**src/fifo_mem_pkg.sv**
```systemverilog
// constants and types shared by the block memory fifo and its fabric controller
// Summary of operation
// - normal write: output shows only read data
// - write-through: output copies incoming write data
// - read-before-write: output shows old location contents
// - separate write and read sides, own enables
// - full flags registered on write side
// - empty flags registered on read side
// - full threshold programmable one to depth-1
// - almost thresholds below full; empty fixed zero
// - fifo clear resets both pointers and flags
// - retransmit clear resets read pointer and empty flags only
// - per-port output latch clear, sync or async
// - global clear resets both latches, always async
// - enables low one cycle around async clears
// - live enables: steady clocks before reset changes
// - preload: global clear disabled or released early
// - fifo mode: read/write enables gate reset timing
// - fifo clear and retransmit clear are async
// - sync reset without global clear: no sequencing
package fifo_mem_pkg;
  localparam int DATA_W = 8;
  localparam int ADDR_W = 4;
  localparam int PTR_W = ADDR_W + 1;
  localparam int DEPTH = 1 << ADDR_W;
  localparam int REG_AW = 8;
  localparam int REG_DW = 32;

  typedef enum logic [1:0] {WRITE_NORMAL, WRITE_THROUGH, READ_BEFORE_WRITE} writeMode_t;
  typedef enum logic [1:0] {SEQ_IDLE, SEQ_QUIET, SEQ_HOLD, SEQ_RELEASE} resetSeq_t;

  // register offsets of the controller
  localparam logic [REG_AW-1:0] OFS_CTRL = 8'h00;
  localparam logic [REG_AW-1:0] OFS_LEVELS = 8'h04;
  localparam logic [REG_AW-1:0] OFS_WDATA = 8'h08;
  localparam logic [REG_AW-1:0] OFS_RDATA = 8'h0c;
  localparam logic [REG_AW-1:0] OFS_ADDR = 8'h10;
  localparam logic [REG_AW-1:0] OFS_CMD = 8'h14;
  localparam logic [REG_AW-1:0] OFS_STATUS = 8'h18;
  localparam logic [REG_AW-1:0] OFS_IRQ_STAT = 8'h1c;
  localparam logic [REG_AW-1:0] OFS_IRQ_MASK = 8'h20;
  localparam logic [REG_AW-1:0] OFS_PORTA = 8'h24;

  // control register fields
  localparam int CTRL_FIFO_MODE = 0;
  localparam int CTRL_WMODE_LO = 1;
  localparam int CTRL_OUT_ASYNC = 3;
  // levels register fields
  localparam int LVL_FULL_LO = 0;
  localparam int LVL_ALMOST_FULL_LO = 4;
  localparam int LVL_ALMOST_EMPTY_LO = 8;
  // address register fields
  localparam int ADDR_A_LO = 0;
  localparam int ADDR_B_LO = 8;
  // command bits; bits 0..4 are clears that run through the reset sequence
  localparam int CMD_FIFO_CLEAR = 0;
  localparam int CMD_RETRANSMIT = 1;
  localparam int CMD_CLEAR_A = 2;
  localparam int CMD_CLEAR_B = 3;
  localparam int CMD_CHIP_CLEAR = 4;
  localparam int CMD_POP = 5;
  localparam int CMD_READ_A = 6;
  localparam int NUM_CLEARS = 5;
  // status / interrupt bits
  localparam int ST_FULL = 0;
  localparam int ST_ALMOST_FULL = 1;
  localparam int ST_EMPTY = 2;
  localparam int ST_ALMOST_EMPTY = 3;
  localparam int ST_REFUSED = 4;
  localparam int ST_BUSY = 5;
  localparam int NUM_IRQ = 5;

  // values after reset
  localparam logic [ADDR_W-1:0] RST_FULL_LEVEL = 4'hf;
  localparam logic [ADDR_W-1:0] RST_ALMOST_FULL_LEVEL = 4'hc;
  localparam logic [ADDR_W-1:0] RST_ALMOST_EMPTY_LEVEL = 4'h3;
  localparam logic [PTR_W-1:0] EMPTY_LEVEL = 5'h00;
  // flag word after reset: almost empty and empty set, so no edge is seen
  localparam logic [3:0] RST_FLAGS = 4'hc;
endpackage : fifo_mem_pkg

```
**src/fifo_link_if.sv**
```systemverilog
// link between the block memory fifo and the fabric controller
`timescale 1ns/1ps
`default_nettype none
interface fifo_link_if;
  import fifo_mem_pkg::*;
  // write side
  logic [DATA_W-1:0] writeData;
  logic inputSideClockEnable;
  logic writeEnable;
  // read side
  logic [DATA_W-1:0] readData;
  logic outputSideClockEnable;
  logic outputSideEnable;
  logic [DATA_W-1:0] portAData;
  // flags
  logic fullFlag;
  logic almostFullFlag;
  logic emptyFlag;
  logic almostEmptyFlag;
  // configuration
  logic fifoMode;
  writeMode_t writeMode;
  logic outResetAsync;
  logic [ADDR_W-1:0] fullLevel;
  logic [ADDR_W-1:0] almostFullLevel;
  logic [ADDR_W-1:0] almostEmptyLevel;
  logic [ADDR_W-1:0] addrA;
  logic [ADDR_W-1:0] addrB;
  // clears
  logic fifoClear;
  logic retransmitPointerClear;
  logic portAOutputClear;
  logic portBOutputClear;
  logic chipGlobalClearN;

  modport device_end (
    input writeData, inputSideClockEnable, writeEnable, outputSideClockEnable,
    input outputSideEnable, fifoMode, writeMode, outResetAsync, fullLevel,
    input almostFullLevel, almostEmptyLevel, addrA, addrB, fifoClear,
    input retransmitPointerClear, portAOutputClear, portBOutputClear, chipGlobalClearN,
    output readData, portAData, fullFlag, almostFullFlag, emptyFlag, almostEmptyFlag
  );
  modport fabric_end (
    output writeData, inputSideClockEnable, writeEnable, outputSideClockEnable,
    output outputSideEnable, fifoMode, writeMode, outResetAsync, fullLevel,
    output almostFullLevel, almostEmptyLevel, addrA, addrB, fifoClear,
    output retransmitPointerClear, portAOutputClear, portBOutputClear, chipGlobalClearN,
    input readData, portAData, fullFlag, almostFullFlag, emptyFlag, almostEmptyFlag
  );
endinterface : fifo_link_if
`default_nettype wire

```
**src/fabric_controller.sv**
```systemverilog
// fabric controller driving the block memory through software registers
//
// The implementer's own choices: the plain strobed port and the register addresses.
`timescale 1ns/1ps
`default_nettype none
module fabric_controller (
  // clock and reset
  input wire logic sys_clk,
  input wire logic rst,
  // register port
  input wire logic [fifo_mem_pkg::REG_AW-1:0] regAddr,
  input wire logic [fifo_mem_pkg::REG_DW-1:0] regWdata,
  input wire logic regWr,
  input wire logic regRd,
  output logic [fifo_mem_pkg::REG_DW-1:0] regRdata,
  // interrupt
  output logic irq,
  // link to the memory
  fifo_link_if.fabric_end link
);
  import fifo_mem_pkg::*;

  resetSeq_t seqState;
  logic [NUM_CLEARS-1:0] pendingClears;
  logic [NUM_IRQ-1:0] irqStatus;
  logic [NUM_IRQ-1:0] irqMask;
  logic [NUM_IRQ-1:0] events;
  logic [3:0] prevFlags;
  logic [3:0] flags;
  logic wrCtrl;
  logic wrLevels;
  logic wrData;
  logic wrAddrReg;
  logic wrCmd;
  logic idle;
  logic pushRefused;
  logic clearReq;

  assign flags = {link.almostEmptyFlag, link.emptyFlag, link.almostFullFlag, link.fullFlag};
  assign wrCtrl = regWr & (regAddr == OFS_CTRL);
  assign wrLevels = regWr & (regAddr == OFS_LEVELS);
  assign wrData = regWr & (regAddr == OFS_WDATA);
  assign wrAddrReg = regWr & (regAddr == OFS_ADDR);
  assign wrCmd = regWr & (regAddr == OFS_CMD);
  assign idle = seqState == SEQ_IDLE;
  assign clearReq = wrCmd & (regWdata[NUM_CLEARS-1:0] != '0);
  assign pushRefused = wrData & (~idle | (link.fifoMode & link.fullFlag));
  assign events = {pushRefused, flags & ~prevFlags};

  // configuration registers
  always_ff @(posedge sys_clk) begin
    if (rst) begin
      link.fifoMode <= 1'b0;
      link.writeMode <= WRITE_NORMAL;
      link.outResetAsync <= 1'b0;
      link.fullLevel <= RST_FULL_LEVEL;
      link.almostFullLevel <= RST_ALMOST_FULL_LEVEL;
      link.almostEmptyLevel <= RST_ALMOST_EMPTY_LEVEL;
      link.addrA <= '0;
      link.addrB <= '0;
    end else begin
      if (wrCtrl) begin
        link.fifoMode <= regWdata[CTRL_FIFO_MODE];
        link.writeMode <= writeMode_t'(regWdata[CTRL_WMODE_LO +: 2]);
        link.outResetAsync <= regWdata[CTRL_OUT_ASYNC];
      end
      if (wrLevels) begin
        link.fullLevel <= regWdata[LVL_FULL_LO +: ADDR_W];
        link.almostFullLevel <= regWdata[LVL_ALMOST_FULL_LO +: ADDR_W];
        link.almostEmptyLevel <= regWdata[LVL_ALMOST_EMPTY_LO +: ADDR_W];
      end
      if (wrAddrReg) begin
        link.addrA <= regWdata[ADDR_A_LO +: ADDR_W];
        link.addrB <= regWdata[ADDR_B_LO +: ADDR_W];
      end
    end
  end

  // clear sequencing: enables quiet a cycle before and after each clear
  always_ff @(posedge sys_clk) begin
    if (rst) begin
      seqState <= SEQ_IDLE;
      pendingClears <= '0;
    end else begin
      case (seqState)
        SEQ_IDLE: begin
          if (clearReq) begin
            pendingClears <= regWdata[NUM_CLEARS-1:0];
            seqState <= SEQ_QUIET;
          end
        end
        SEQ_QUIET: seqState <= SEQ_HOLD;
        SEQ_HOLD: seqState <= SEQ_RELEASE;
        SEQ_RELEASE: begin
          pendingClears <= '0;
          seqState <= SEQ_IDLE;
        end
        default: seqState <= SEQ_IDLE;
      endcase
    end
  end

  // clear lines are asserted only in the hold cycle
  always_ff @(posedge sys_clk) begin
    if (rst) begin
      link.fifoClear <= 1'b0;
      link.retransmitPointerClear <= 1'b0;
      link.portAOutputClear <= 1'b0;
      link.portBOutputClear <= 1'b0;
      link.chipGlobalClearN <= 1'b1;
    end else begin
      link.fifoClear <= (seqState == SEQ_QUIET) & pendingClears[CMD_FIFO_CLEAR];
      link.retransmitPointerClear <= (seqState == SEQ_QUIET)
                                   & pendingClears[CMD_RETRANSMIT];
      link.portAOutputClear <= (seqState == SEQ_QUIET) & pendingClears[CMD_CLEAR_A];
      link.portBOutputClear <= (seqState == SEQ_QUIET) & pendingClears[CMD_CLEAR_B];
      link.chipGlobalClearN <= ~((seqState == SEQ_QUIET) & pendingClears[CMD_CHIP_CLEAR]);
    end
  end

  // data path strobes, held low outside the idle state
  always_ff @(posedge sys_clk) begin
    if (rst) begin
      link.writeData <= '0;
      link.writeEnable <= 1'b0;
      link.inputSideClockEnable <= 1'b0;
      link.outputSideEnable <= 1'b0;
      link.outputSideClockEnable <= 1'b0;
    end else begin
      if (wrData) begin
        link.writeData <= regWdata[DATA_W-1:0];
      end
      link.writeEnable <= wrData & ~pushRefused;
      // a command that also starts a clear must not raise any enable
      link.inputSideClockEnable <= idle & (wrData & ~pushRefused
                                         | wrCmd & ~clearReq & regWdata[CMD_READ_A]);
      link.outputSideEnable <= idle & wrCmd & ~clearReq & regWdata[CMD_POP];
      link.outputSideClockEnable <= idle & wrCmd & ~clearReq & regWdata[CMD_POP];
    end
  end

  // sticky interrupt status, write one to clear; a new event wins
  always_ff @(posedge sys_clk) begin
    if (rst) begin
      irqStatus <= '0;
      irqMask <= '0;
      prevFlags <= RST_FLAGS;
      irq <= 1'b0;
    end else begin
      prevFlags <= flags;
      irqStatus <= (irqStatus & ~(regWr && regAddr == OFS_IRQ_STAT
                                  ? regWdata[NUM_IRQ-1:0] : '0)) | events;
      if (regWr && regAddr == OFS_IRQ_MASK) begin
        irqMask <= regWdata[NUM_IRQ-1:0];
      end
      irq <= |(irqStatus & irqMask);
    end
  end

  // read data, one cycle after the strobe
  always_ff @(posedge sys_clk) begin
    if (rst) begin
      regRdata <= '0;
    end else begin
      regRdata <= '0;
      if (regRd) begin
        case (regAddr)
          OFS_CTRL: regRdata <= {28'h0, link.outResetAsync, link.writeMode, link.fifoMode};
          OFS_LEVELS: regRdata <= {20'h0, link.almostEmptyLevel, link.almostFullLevel,
                                   link.fullLevel};
          OFS_WDATA: regRdata <= {24'h0, link.writeData};
          OFS_RDATA: regRdata <= {24'h0, link.readData};
          OFS_ADDR: regRdata <= {20'h0, link.addrB, 4'h0, link.addrA};
          OFS_STATUS: regRdata <= {26'h0, ~idle, 1'b0, flags};
          OFS_IRQ_STAT: regRdata <= {27'h0, irqStatus};
          OFS_IRQ_MASK: regRdata <= {27'h0, irqMask};
          OFS_PORTA: regRdata <= {24'h0, link.portAData};
          default: regRdata <= '0;
        endcase
      end
    end
  end
endmodule : fabric_controller
`default_nettype wire

```
**src/flat_wrapper.sv**
```systemverilog
// flat-port wrapper written by rule: the top's interface ports become plain ports
module fabric_controller_flat import fifo_mem_pkg::*;
  (sys_clk, rst, regAddr, regWdata, regWr, regRd, regRdata, irq, link_writeData, link_inputSideClockEnable, link_writeEnable, link_outputSideClockEnable, link_outputSideEnable, link_fifoMode, link_writeMode, link_outResetAsync, link_fullLevel, link_almostFullLevel, link_almostEmptyLevel, link_addrA, link_addrB, link_fifoClear, link_retransmitPointerClear, link_portAOutputClear, link_portBOutputClear, link_chipGlobalClearN, link_readData, link_portAData, link_fullFlag, link_almostFullFlag, link_emptyFlag, link_almostEmptyFlag);
  fifo_link_if link_i ();
  input wire logic sys_clk;
  input wire logic rst;
  input wire logic [fifo_mem_pkg::REG_AW-1:0] regAddr;
  input wire logic [fifo_mem_pkg::REG_DW-1:0] regWdata;
  input wire logic regWr;
  input wire logic regRd;
  output logic [fifo_mem_pkg::REG_DW-1:0] regRdata;
  output logic irq;
  output wire logic [$bits(link_i.writeData)-1:0] link_writeData;
  output wire logic [$bits(link_i.inputSideClockEnable)-1:0] link_inputSideClockEnable;
  output wire logic [$bits(link_i.writeEnable)-1:0] link_writeEnable;
  output wire logic [$bits(link_i.outputSideClockEnable)-1:0] link_outputSideClockEnable;
  output wire logic [$bits(link_i.outputSideEnable)-1:0] link_outputSideEnable;
  output wire logic [$bits(link_i.fifoMode)-1:0] link_fifoMode;
  output wire logic [$bits(link_i.writeMode)-1:0] link_writeMode;
  output wire logic [$bits(link_i.outResetAsync)-1:0] link_outResetAsync;
  output wire logic [$bits(link_i.fullLevel)-1:0] link_fullLevel;
  output wire logic [$bits(link_i.almostFullLevel)-1:0] link_almostFullLevel;
  output wire logic [$bits(link_i.almostEmptyLevel)-1:0] link_almostEmptyLevel;
  output wire logic [$bits(link_i.addrA)-1:0] link_addrA;
  output wire logic [$bits(link_i.addrB)-1:0] link_addrB;
  output wire logic [$bits(link_i.fifoClear)-1:0] link_fifoClear;
  output wire logic [$bits(link_i.retransmitPointerClear)-1:0] link_retransmitPointerClear;
  output wire logic [$bits(link_i.portAOutputClear)-1:0] link_portAOutputClear;
  output wire logic [$bits(link_i.portBOutputClear)-1:0] link_portBOutputClear;
  output wire logic [$bits(link_i.chipGlobalClearN)-1:0] link_chipGlobalClearN;
  input wire logic [$bits(link_i.readData)-1:0] link_readData;
  input wire logic [$bits(link_i.portAData)-1:0] link_portAData;
  input wire logic [$bits(link_i.fullFlag)-1:0] link_fullFlag;
  input wire logic [$bits(link_i.almostFullFlag)-1:0] link_almostFullFlag;
  input wire logic [$bits(link_i.emptyFlag)-1:0] link_emptyFlag;
  input wire logic [$bits(link_i.almostEmptyFlag)-1:0] link_almostEmptyFlag;
  assign link_writeData = link_i.writeData;
  assign link_inputSideClockEnable = link_i.inputSideClockEnable;
  assign link_writeEnable = link_i.writeEnable;
  assign link_outputSideClockEnable = link_i.outputSideClockEnable;
  assign link_outputSideEnable = link_i.outputSideEnable;
  assign link_fifoMode = link_i.fifoMode;
  assign link_writeMode = link_i.writeMode;
  assign link_outResetAsync = link_i.outResetAsync;
  assign link_fullLevel = link_i.fullLevel;
  assign link_almostFullLevel = link_i.almostFullLevel;
  assign link_almostEmptyLevel = link_i.almostEmptyLevel;
  assign link_addrA = link_i.addrA;
  assign link_addrB = link_i.addrB;
  assign link_fifoClear = link_i.fifoClear;
  assign link_retransmitPointerClear = link_i.retransmitPointerClear;
  assign link_portAOutputClear = link_i.portAOutputClear;
  assign link_portBOutputClear = link_i.portBOutputClear;
  assign link_chipGlobalClearN = link_i.chipGlobalClearN;
  assign link_i.readData = link_readData;
  assign link_i.portAData = link_portAData;
  assign link_i.fullFlag = link_fullFlag;
  assign link_i.almostFullFlag = link_almostFullFlag;
  assign link_i.emptyFlag = link_emptyFlag;
  assign link_i.almostEmptyFlag = link_almostEmptyFlag;
  fabric_controller u_core (.sys_clk(sys_clk), .rst(rst), .regAddr(regAddr), .regWdata(regWdata), .regWr(regWr), .regRd(regRd), .regRdata(regRdata), .irq(irq), .link(link_i));
endmodule
```
**config.mk**
```make
export PLATFORM = sky130hd
export DESIGN_NAME = fabric_controller_flat
export DESIGN_NICKNAME = d
export VERILOG_FILES = /design/src/fifo_mem_pkg.sv /design/src/fifo_link_if.sv /design/src/fabric_controller.sv /design/src/flat_wrapper.sv
export SDC_FILE = /design/constraint.sdc
export NUM_CORES = 1
export LEC_CHECK = 0
export ABC_CLOCK_PERIOD_IN_PS = 1600
export BUFFER_PORTS_ARGS = -buffer_cell sky130_fd_sc_hd__buf_2
export CAP_MARGIN = 20
export CORE_UTILIZATION = 44
export DETAILED_ROUTE_END_ITERATION = 8
export MAX_ROUTING_LAYER = met4
export PLACE_DENSITY = 0.76
export SLEW_MARGIN = 20
export SYNTH_ARGS = -nofsm -noshare
export SYNTH_HDL_FRONTEND = slang
export SYNTH_SLANG_ARGS = --single-unit
```
**constraint.sdc**
```tcl
create_clock -name sys_clk -period 1.6 [get_ports sys_clk]
set_clock_uncertainty 0.05 [all_clocks]
set_input_delay 0.24 -clock sys_clk [delete_from_list [all_inputs] [get_ports sys_clk]]
set_output_delay 0.24 -clock sys_clk [all_outputs]
set_load 0.02 [all_outputs]
```
==> metrics.txt <==
# TYPE chip_impl_metric gauge
chip_impl_metric{name="grt_usage",unit="%"} 26.3
chip_impl_metric{name="number_of_placed_cells_counting_well_taps",unit=""} 617
chip_impl_metric{name="max_cap_viol_count",unit=""} 0
chip_impl_metric{name="layout-drive-gt1-share",unit="%"} 35.0
chip_impl_metric{name="fmaxAchievable",unit="MHz"} 661
chip_impl_metric{name="die_area",unit="sq um"} 8460
chip_impl_metric{name="placementRows",unit=""} 32
chip_impl_metric{name="gp_congestion",unit=""} 0.934
chip_impl_metric{name="min_period_over_period",unit="%"} 94.5
chip_impl_metric{name="totalWireLength",unit="um"} 10600
chip_impl_metric{name="synthesis.area_per_instance",unit="sq um"} 9.13
chip_impl_metric{name="clock-sinks",unit=""} 74
chip_impl_metric{name="place_worst_setup_slack",unit="ps"} -247
chip_impl_metric{name="start_util",unit="%"} 45.8
chip_impl_metric{name="setup-violations-final",unit=""} 0
chip_impl_metric{name="power.density",unit="nW/um^2"} 868
chip_impl_info{name="grt_setup_unrepaired",value="false"} 1
chip_impl_metric{name="post_dp_cell_area",unit="sq um"} 4420
chip_impl_info{name="synthFlopType",value="sky130_fd_sc_hd__dfxtp_1"} 1
chip_impl_metric{name="cts.clk_slew.worst_paths",unit="ps"} 80
chip_impl_metric{name="h-tree-depth",unit=""} 3
chip_impl_metric{name="via_per_inst",unit=""} 5.40
chip_impl_metric{name="drt_first_pass_iters",unit=""} 4
chip_impl_metric{name="netlist_instances",unit=""} 390
chip_impl_metric{name="setup_slack",unit="ps"} 87.5
chip_impl_metric{name="drt.antenna.violating_nets",unit=""} 0
chip_impl_metric{name="vdd_drop_max",unit="uV"} 401
chip_impl_metric{name="die_h",unit="um"} 92.0
chip_impl_metric{name="dr_total_vias",unit=""} 3421
chip_impl_metric{name="clock_insertion_delay_worst_skew",unit="ps"} 350
chip_impl_metric{name="global_route.usage.met2",unit="%"} 43.7
chip_impl_info{name="slowest_cp_cell",value="sky130_fd_sc_hd__or4b_1"} 1
chip_impl_metric{name="grt_max_degree",unit=""} 31
chip_impl_metric{name="ff_latch_area",unit="sq um"} 1480
chip_impl_metric{name="synth-edff-count",unit=""} 0
chip_impl_metric{name="dp_hpwl",unit="um"} 8020
chip_impl_info{name="netlist_top_cells_area",value="sky130_fd_sc_hd__dfxtp_1 (42%), sky130_fd_sc_hd__mux2i_1 (9.0%), sky130_fd_sc_hd__buf_4 (4.6%)"} 1
chip_impl_metric{name="cts-buffers-inserted",unit=""} 9
chip_impl_metric{name="fill_cells",unit=""} 701
chip_impl_info{name="tritoncts",value="done"} 1
chip_impl_info{name="run_status",value="finished, final reports clean"} 1
chip_impl_metric{name="fin_crit",unit="ps"} 1510
chip_impl_info{name="critical_path.startpoint_type",value="flip-flop"} 1
chip_impl_metric{name="finish.cell_count_without_fillers",unit=""} 633
chip_impl_metric{name="core",unit="sq um"} 7770
chip_impl_info{name="worstSetupEndpointType",value="flip-flop"} 1
chip_impl_metric{name="drc",unit=""} 0
chip_impl_metric{name="clock_path_buffers",unit=""} 2
chip_impl_metric{name="synth-async-reset-ratio",unit="%"} 0
chip_impl_metric{name="fin_setup_tns",unit="ps"} 0
chip_impl_metric{name="synth.yosys.seq_area_share",unit="%"} 41.6
chip_impl_metric{name="final_cell_area",unit="sq um"} 4650
chip_impl_metric{name="grt_first_pass_wirelength",unit="um"} 16600
chip_impl_metric{name="via_count_of_the_first_global_routing_pass",unit=""} 3360
chip_impl_metric{name="largest_stage_delay_on_the_critical_path",unit="ps"} 480
chip_impl_metric{name="finish.net_count",unit=""} 595
chip_impl_metric{name="grt_util_met1",unit="%"} 31.2
chip_impl_info{name="timing.critical_path.cells",value="inv_1, ha_1, o21ai_1, or4b_1, a21oi_1"} 1
chip_impl_info{name="timing.setup.critical_path_class",value="flip-flop to flip-flop"} 1
chip_impl_metric{name="portBuffers",unit=""} 97
chip_impl_info{name="busiest_layer",value="met2"} 1
chip_impl_metric{name="num_io_pins",unit=""} 138
chip_impl_metric{name="arrival",unit="ps"} 1750
chip_impl_info{name="hold_class",value="input pin to flip-flop"} 1
chip_impl_metric{name="syn2layout_area_growth",unit="%"} 30.7
chip_impl_metric{name="met3_usage",unit="%"} 4.56
chip_impl_metric{name="dieWidth",unit="um"} 92.0
chip_impl_metric{name="count_of_final_hold_check_violations",unit=""} 0
chip_impl_metric{name="ys_seq_elements",unit=""} 74
chip_impl_info{name="clock_tree.root_cell",value="sky130_fd_sc_hd__clkbuf_8"} 1
chip_impl_metric{name="worstPathRequired",unit="ps"} 1830
chip_impl_metric{name="grt_antenna_before_repair",unit=""} 0
chip_impl_metric{name="hold_buffers",unit=""} 0
chip_impl_metric{name="p_leak",unit="nW"} 2.23
chip_impl_metric{name="drv_slew",unit=""} 0
chip_impl_metric{name="avgRoutedWirePerCell",unit="um"} 16.8
chip_impl_metric{name="crit_path_max_fanout",unit=""} 4
chip_impl_metric{name="synthDominantCellAreaShare",unit="%"} 41.6
chip_impl_metric{name="multi_input_gate_area",unit="sq um"} 1860
chip_impl_metric{name="timing.hold.ws",unit="ps"} 53.3
chip_impl_metric{name="overflow",unit=""} 0
chip_impl_metric{name="synthesis.area",unit="sq um"} 3560
chip_impl_metric{name="post_cts.resized_instances",unit=""} 0
chip_impl_metric{name="ys.warnings.count",unit=""} 0
chip_impl_info{name="synth_top_area_cell",value="sky130_fd_sc_hd__dfxtp_1"} 1
chip_impl_metric{name="drt-initial-drc-count",unit=""} 211
chip_impl_metric{name="n_antenna_cell",unit=""} 0
chip_impl_metric{name="post_cts.repair.setup_buffers",unit=""} 0
chip_impl_metric{name="yosys.cell_types.count",unit=""} 49
-- flip-flops by register name (all words and copies together) (netlist names), 2 cells and up --
name and flops:
u_core.link.addrB 4, u_core.irqMask 5, u_core.prevFlags 4, u_core.irqStatus 5, u_core.link.almostFullLevel 4, u_core.seqState 2
u_core.regRdata 12, u_core.link.addrA 4, u_core.link.almostEmptyLevel 4, u_core.link.writeMode 2, u_core.link.writeData 8, u_core.link.fullLevel 4
u_core.pendingClears 5
-- layout by cell type, fill, tap and decap left out, types with 2 or more instances in the layout --
master,n
sky130_fd_sc_hd__nor2_1,38
sky130_fd_sc_hd__o22ai_1,2
sky130_fd_sc_hd__nand2_1,37
sky130_fd_sc_hd__a32oi_1,4
sky130_fd_sc_hd__ha_1,5
sky130_fd_sc_hd__nor3_1,2
sky130_fd_sc_hd__buf_2,97
sky130_fd_sc_hd__o2bb2ai_1,4
sky130_fd_sc_hd__bufinv_16,2
sky130_fd_sc_hd__and2_1,8
sky130_fd_sc_hd__nand4b_1,4
sky130_fd_sc_hd__nor4b_4,4
sky130_fd_sc_hd__o211ai_1,7
sky130_fd_sc_hd__nand4_1,7
sky130_fd_sc_hd__nor3b_1,6
sky130_fd_sc_hd__dfxtp_1,74
sky130_fd_sc_hd__a22o_1,3
sky130_fd_sc_hd__a21oi_1,17
sky130_fd_sc_hd__nor2b_1,10
sky130_fd_sc_hd__a31oi_1,2
sky130_fd_sc_hd__or2_2,3
sky130_fd_sc_hd__and3_1,7
sky130_fd_sc_hd__clkbuf_8,11
sky130_fd_sc_hd__nand2b_1,3
sky130_fd_sc_hd__buf_12,2
sky130_fd_sc_hd__buf_4,54
sky130_fd_sc_hd__or4b_1,3
sky130_fd_sc_hd__nand3_1,17
sky130_fd_sc_hd__nor4_1,4
sky130_fd_sc_hd__mux2_2,3
sky130_fd_sc_hd__conb_1,20
sky130_fd_sc_hd__mux2i_1,32
sky130_fd_sc_hd__a32o_1,2
sky130_fd_sc_hd__a41oi_1,3
sky130_fd_sc_hd__a22oi_1,7
sky130_fd_sc_hd__o21ai_0,6
sky130_fd_sc_hd__nand3_2,3
sky130_fd_sc_hd__inv_1,4
-- cells by family after synthesis --
| group | Yosys count | share of synthesized area [%] |
|---|---|---|
| compound gates | 62 | 12.1 |
| fa+ha+maj | 5 | 1.76 |
| buf+inv | 51 | 8.47 |
| flops | 74 | 41.6 |
| mux | 35 | 9.94 |
| other cells | 1 | 0.105 |
| simple gates | 162 | 26.0 |
-- through the flow --
step / power [W] / util, %
6_report: 0.00404 / 59.9
5_1_grt: 0.00415 / 59.9
4_1_cts: 0.00404 / 59.9
3_5_place_dp: 0.00235 / 56.9
3_3_place_gp: 0.00235 / 56.9
2_1_floorplan: 0.00218 / -
-- critical path, delay by kind of cell (launching register included) --
family	cells	cell delay, ps
fa+ha+maj	1	180
simple gates	1	480
flops	1	340
compound gates	2	260
buf+inv	1	130
-- worst paths after layout --
| kind | startpoint | to | slack [ps] | cells after the start |
|---|---|---|---|---|
| worst min register to register | u_core.pendingClears[4]$_SDFFE_PP0P_ | u_core.link.chipGlobalClearN$_SDFF_PP1_ | 350 | 1 |
| worst min-delay path | regWdata[7] | u_core.link.almostFullLevel[3]$_SDFFE_PP1P_ | 50 | 3 |
| worst max-delay path | u_core.seqState[0]$_SDFFE_PP0P_ | u_core.pendingClears[3]$_SDFFE_PP0P_ | 90 | 5 |
| worst max register to register | u_core.seqState[0]$_SDFFE_PP0P_ | u_core.pendingClears[3]$_SDFFE_PP0P_ | 90 | 5 |
-- cell usage after synthesis (5+ instances only) --
cell                       count
sky130_fd_sc_hd__dfxtp_1      74
sky130_fd_sc_hd__nor2_1       38
sky130_fd_sc_hd__nand2_1      37
sky130_fd_sc_hd__mux2i_1      32
sky130_fd_sc_hd__buf_4        22
sky130_fd_sc_hd__a21oi_1      17
sky130_fd_sc_hd__nand3_1      17
sky130_fd_sc_hd__clkbuf_1     11
sky130_fd_sc_hd__buf_2        10
sky130_fd_sc_hd__nor2b_1      10
sky130_fd_sc_hd__and2_1        8
sky130_fd_sc_hd__and3_1        8
sky130_fd_sc_hd__a22oi_1       7
sky130_fd_sc_hd__nand4_1       7
sky130_fd_sc_hd__o211ai_1      7
sky130_fd_sc_hd__nor3b_1       6
sky130_fd_sc_hd__o21ai_0       6
sky130_fd_sc_hd__ha_1          5
-- final cells by class --
cell class	count	area share [%]
repair buffers	153	20.0
inverters	4	0.323
multi-input cells	284	40.0
well taps	102	2.74
clock buffers	11	3.25
clock inverters	5	1.83
flip-flops and latches	74	31.8
-- layer usage --
metal / up-vias / wire length [um] / share of wire (%)
met5: - / 0 / 0
met4: 0 / 265 / 2.5
met3: 20 / 740 / 7.0
met2: 136 / 5310 / 50
met1: 1646 / 4300 / 41
li1: 1619 / - / -
-- power by group --
part	switching, W	internal (W)
clock network	0.000748	0.000972
logic	0.000265	0.000184
registers	0.0000127	0.00186
Note: power is estimated with default switching activity, not from simulation.
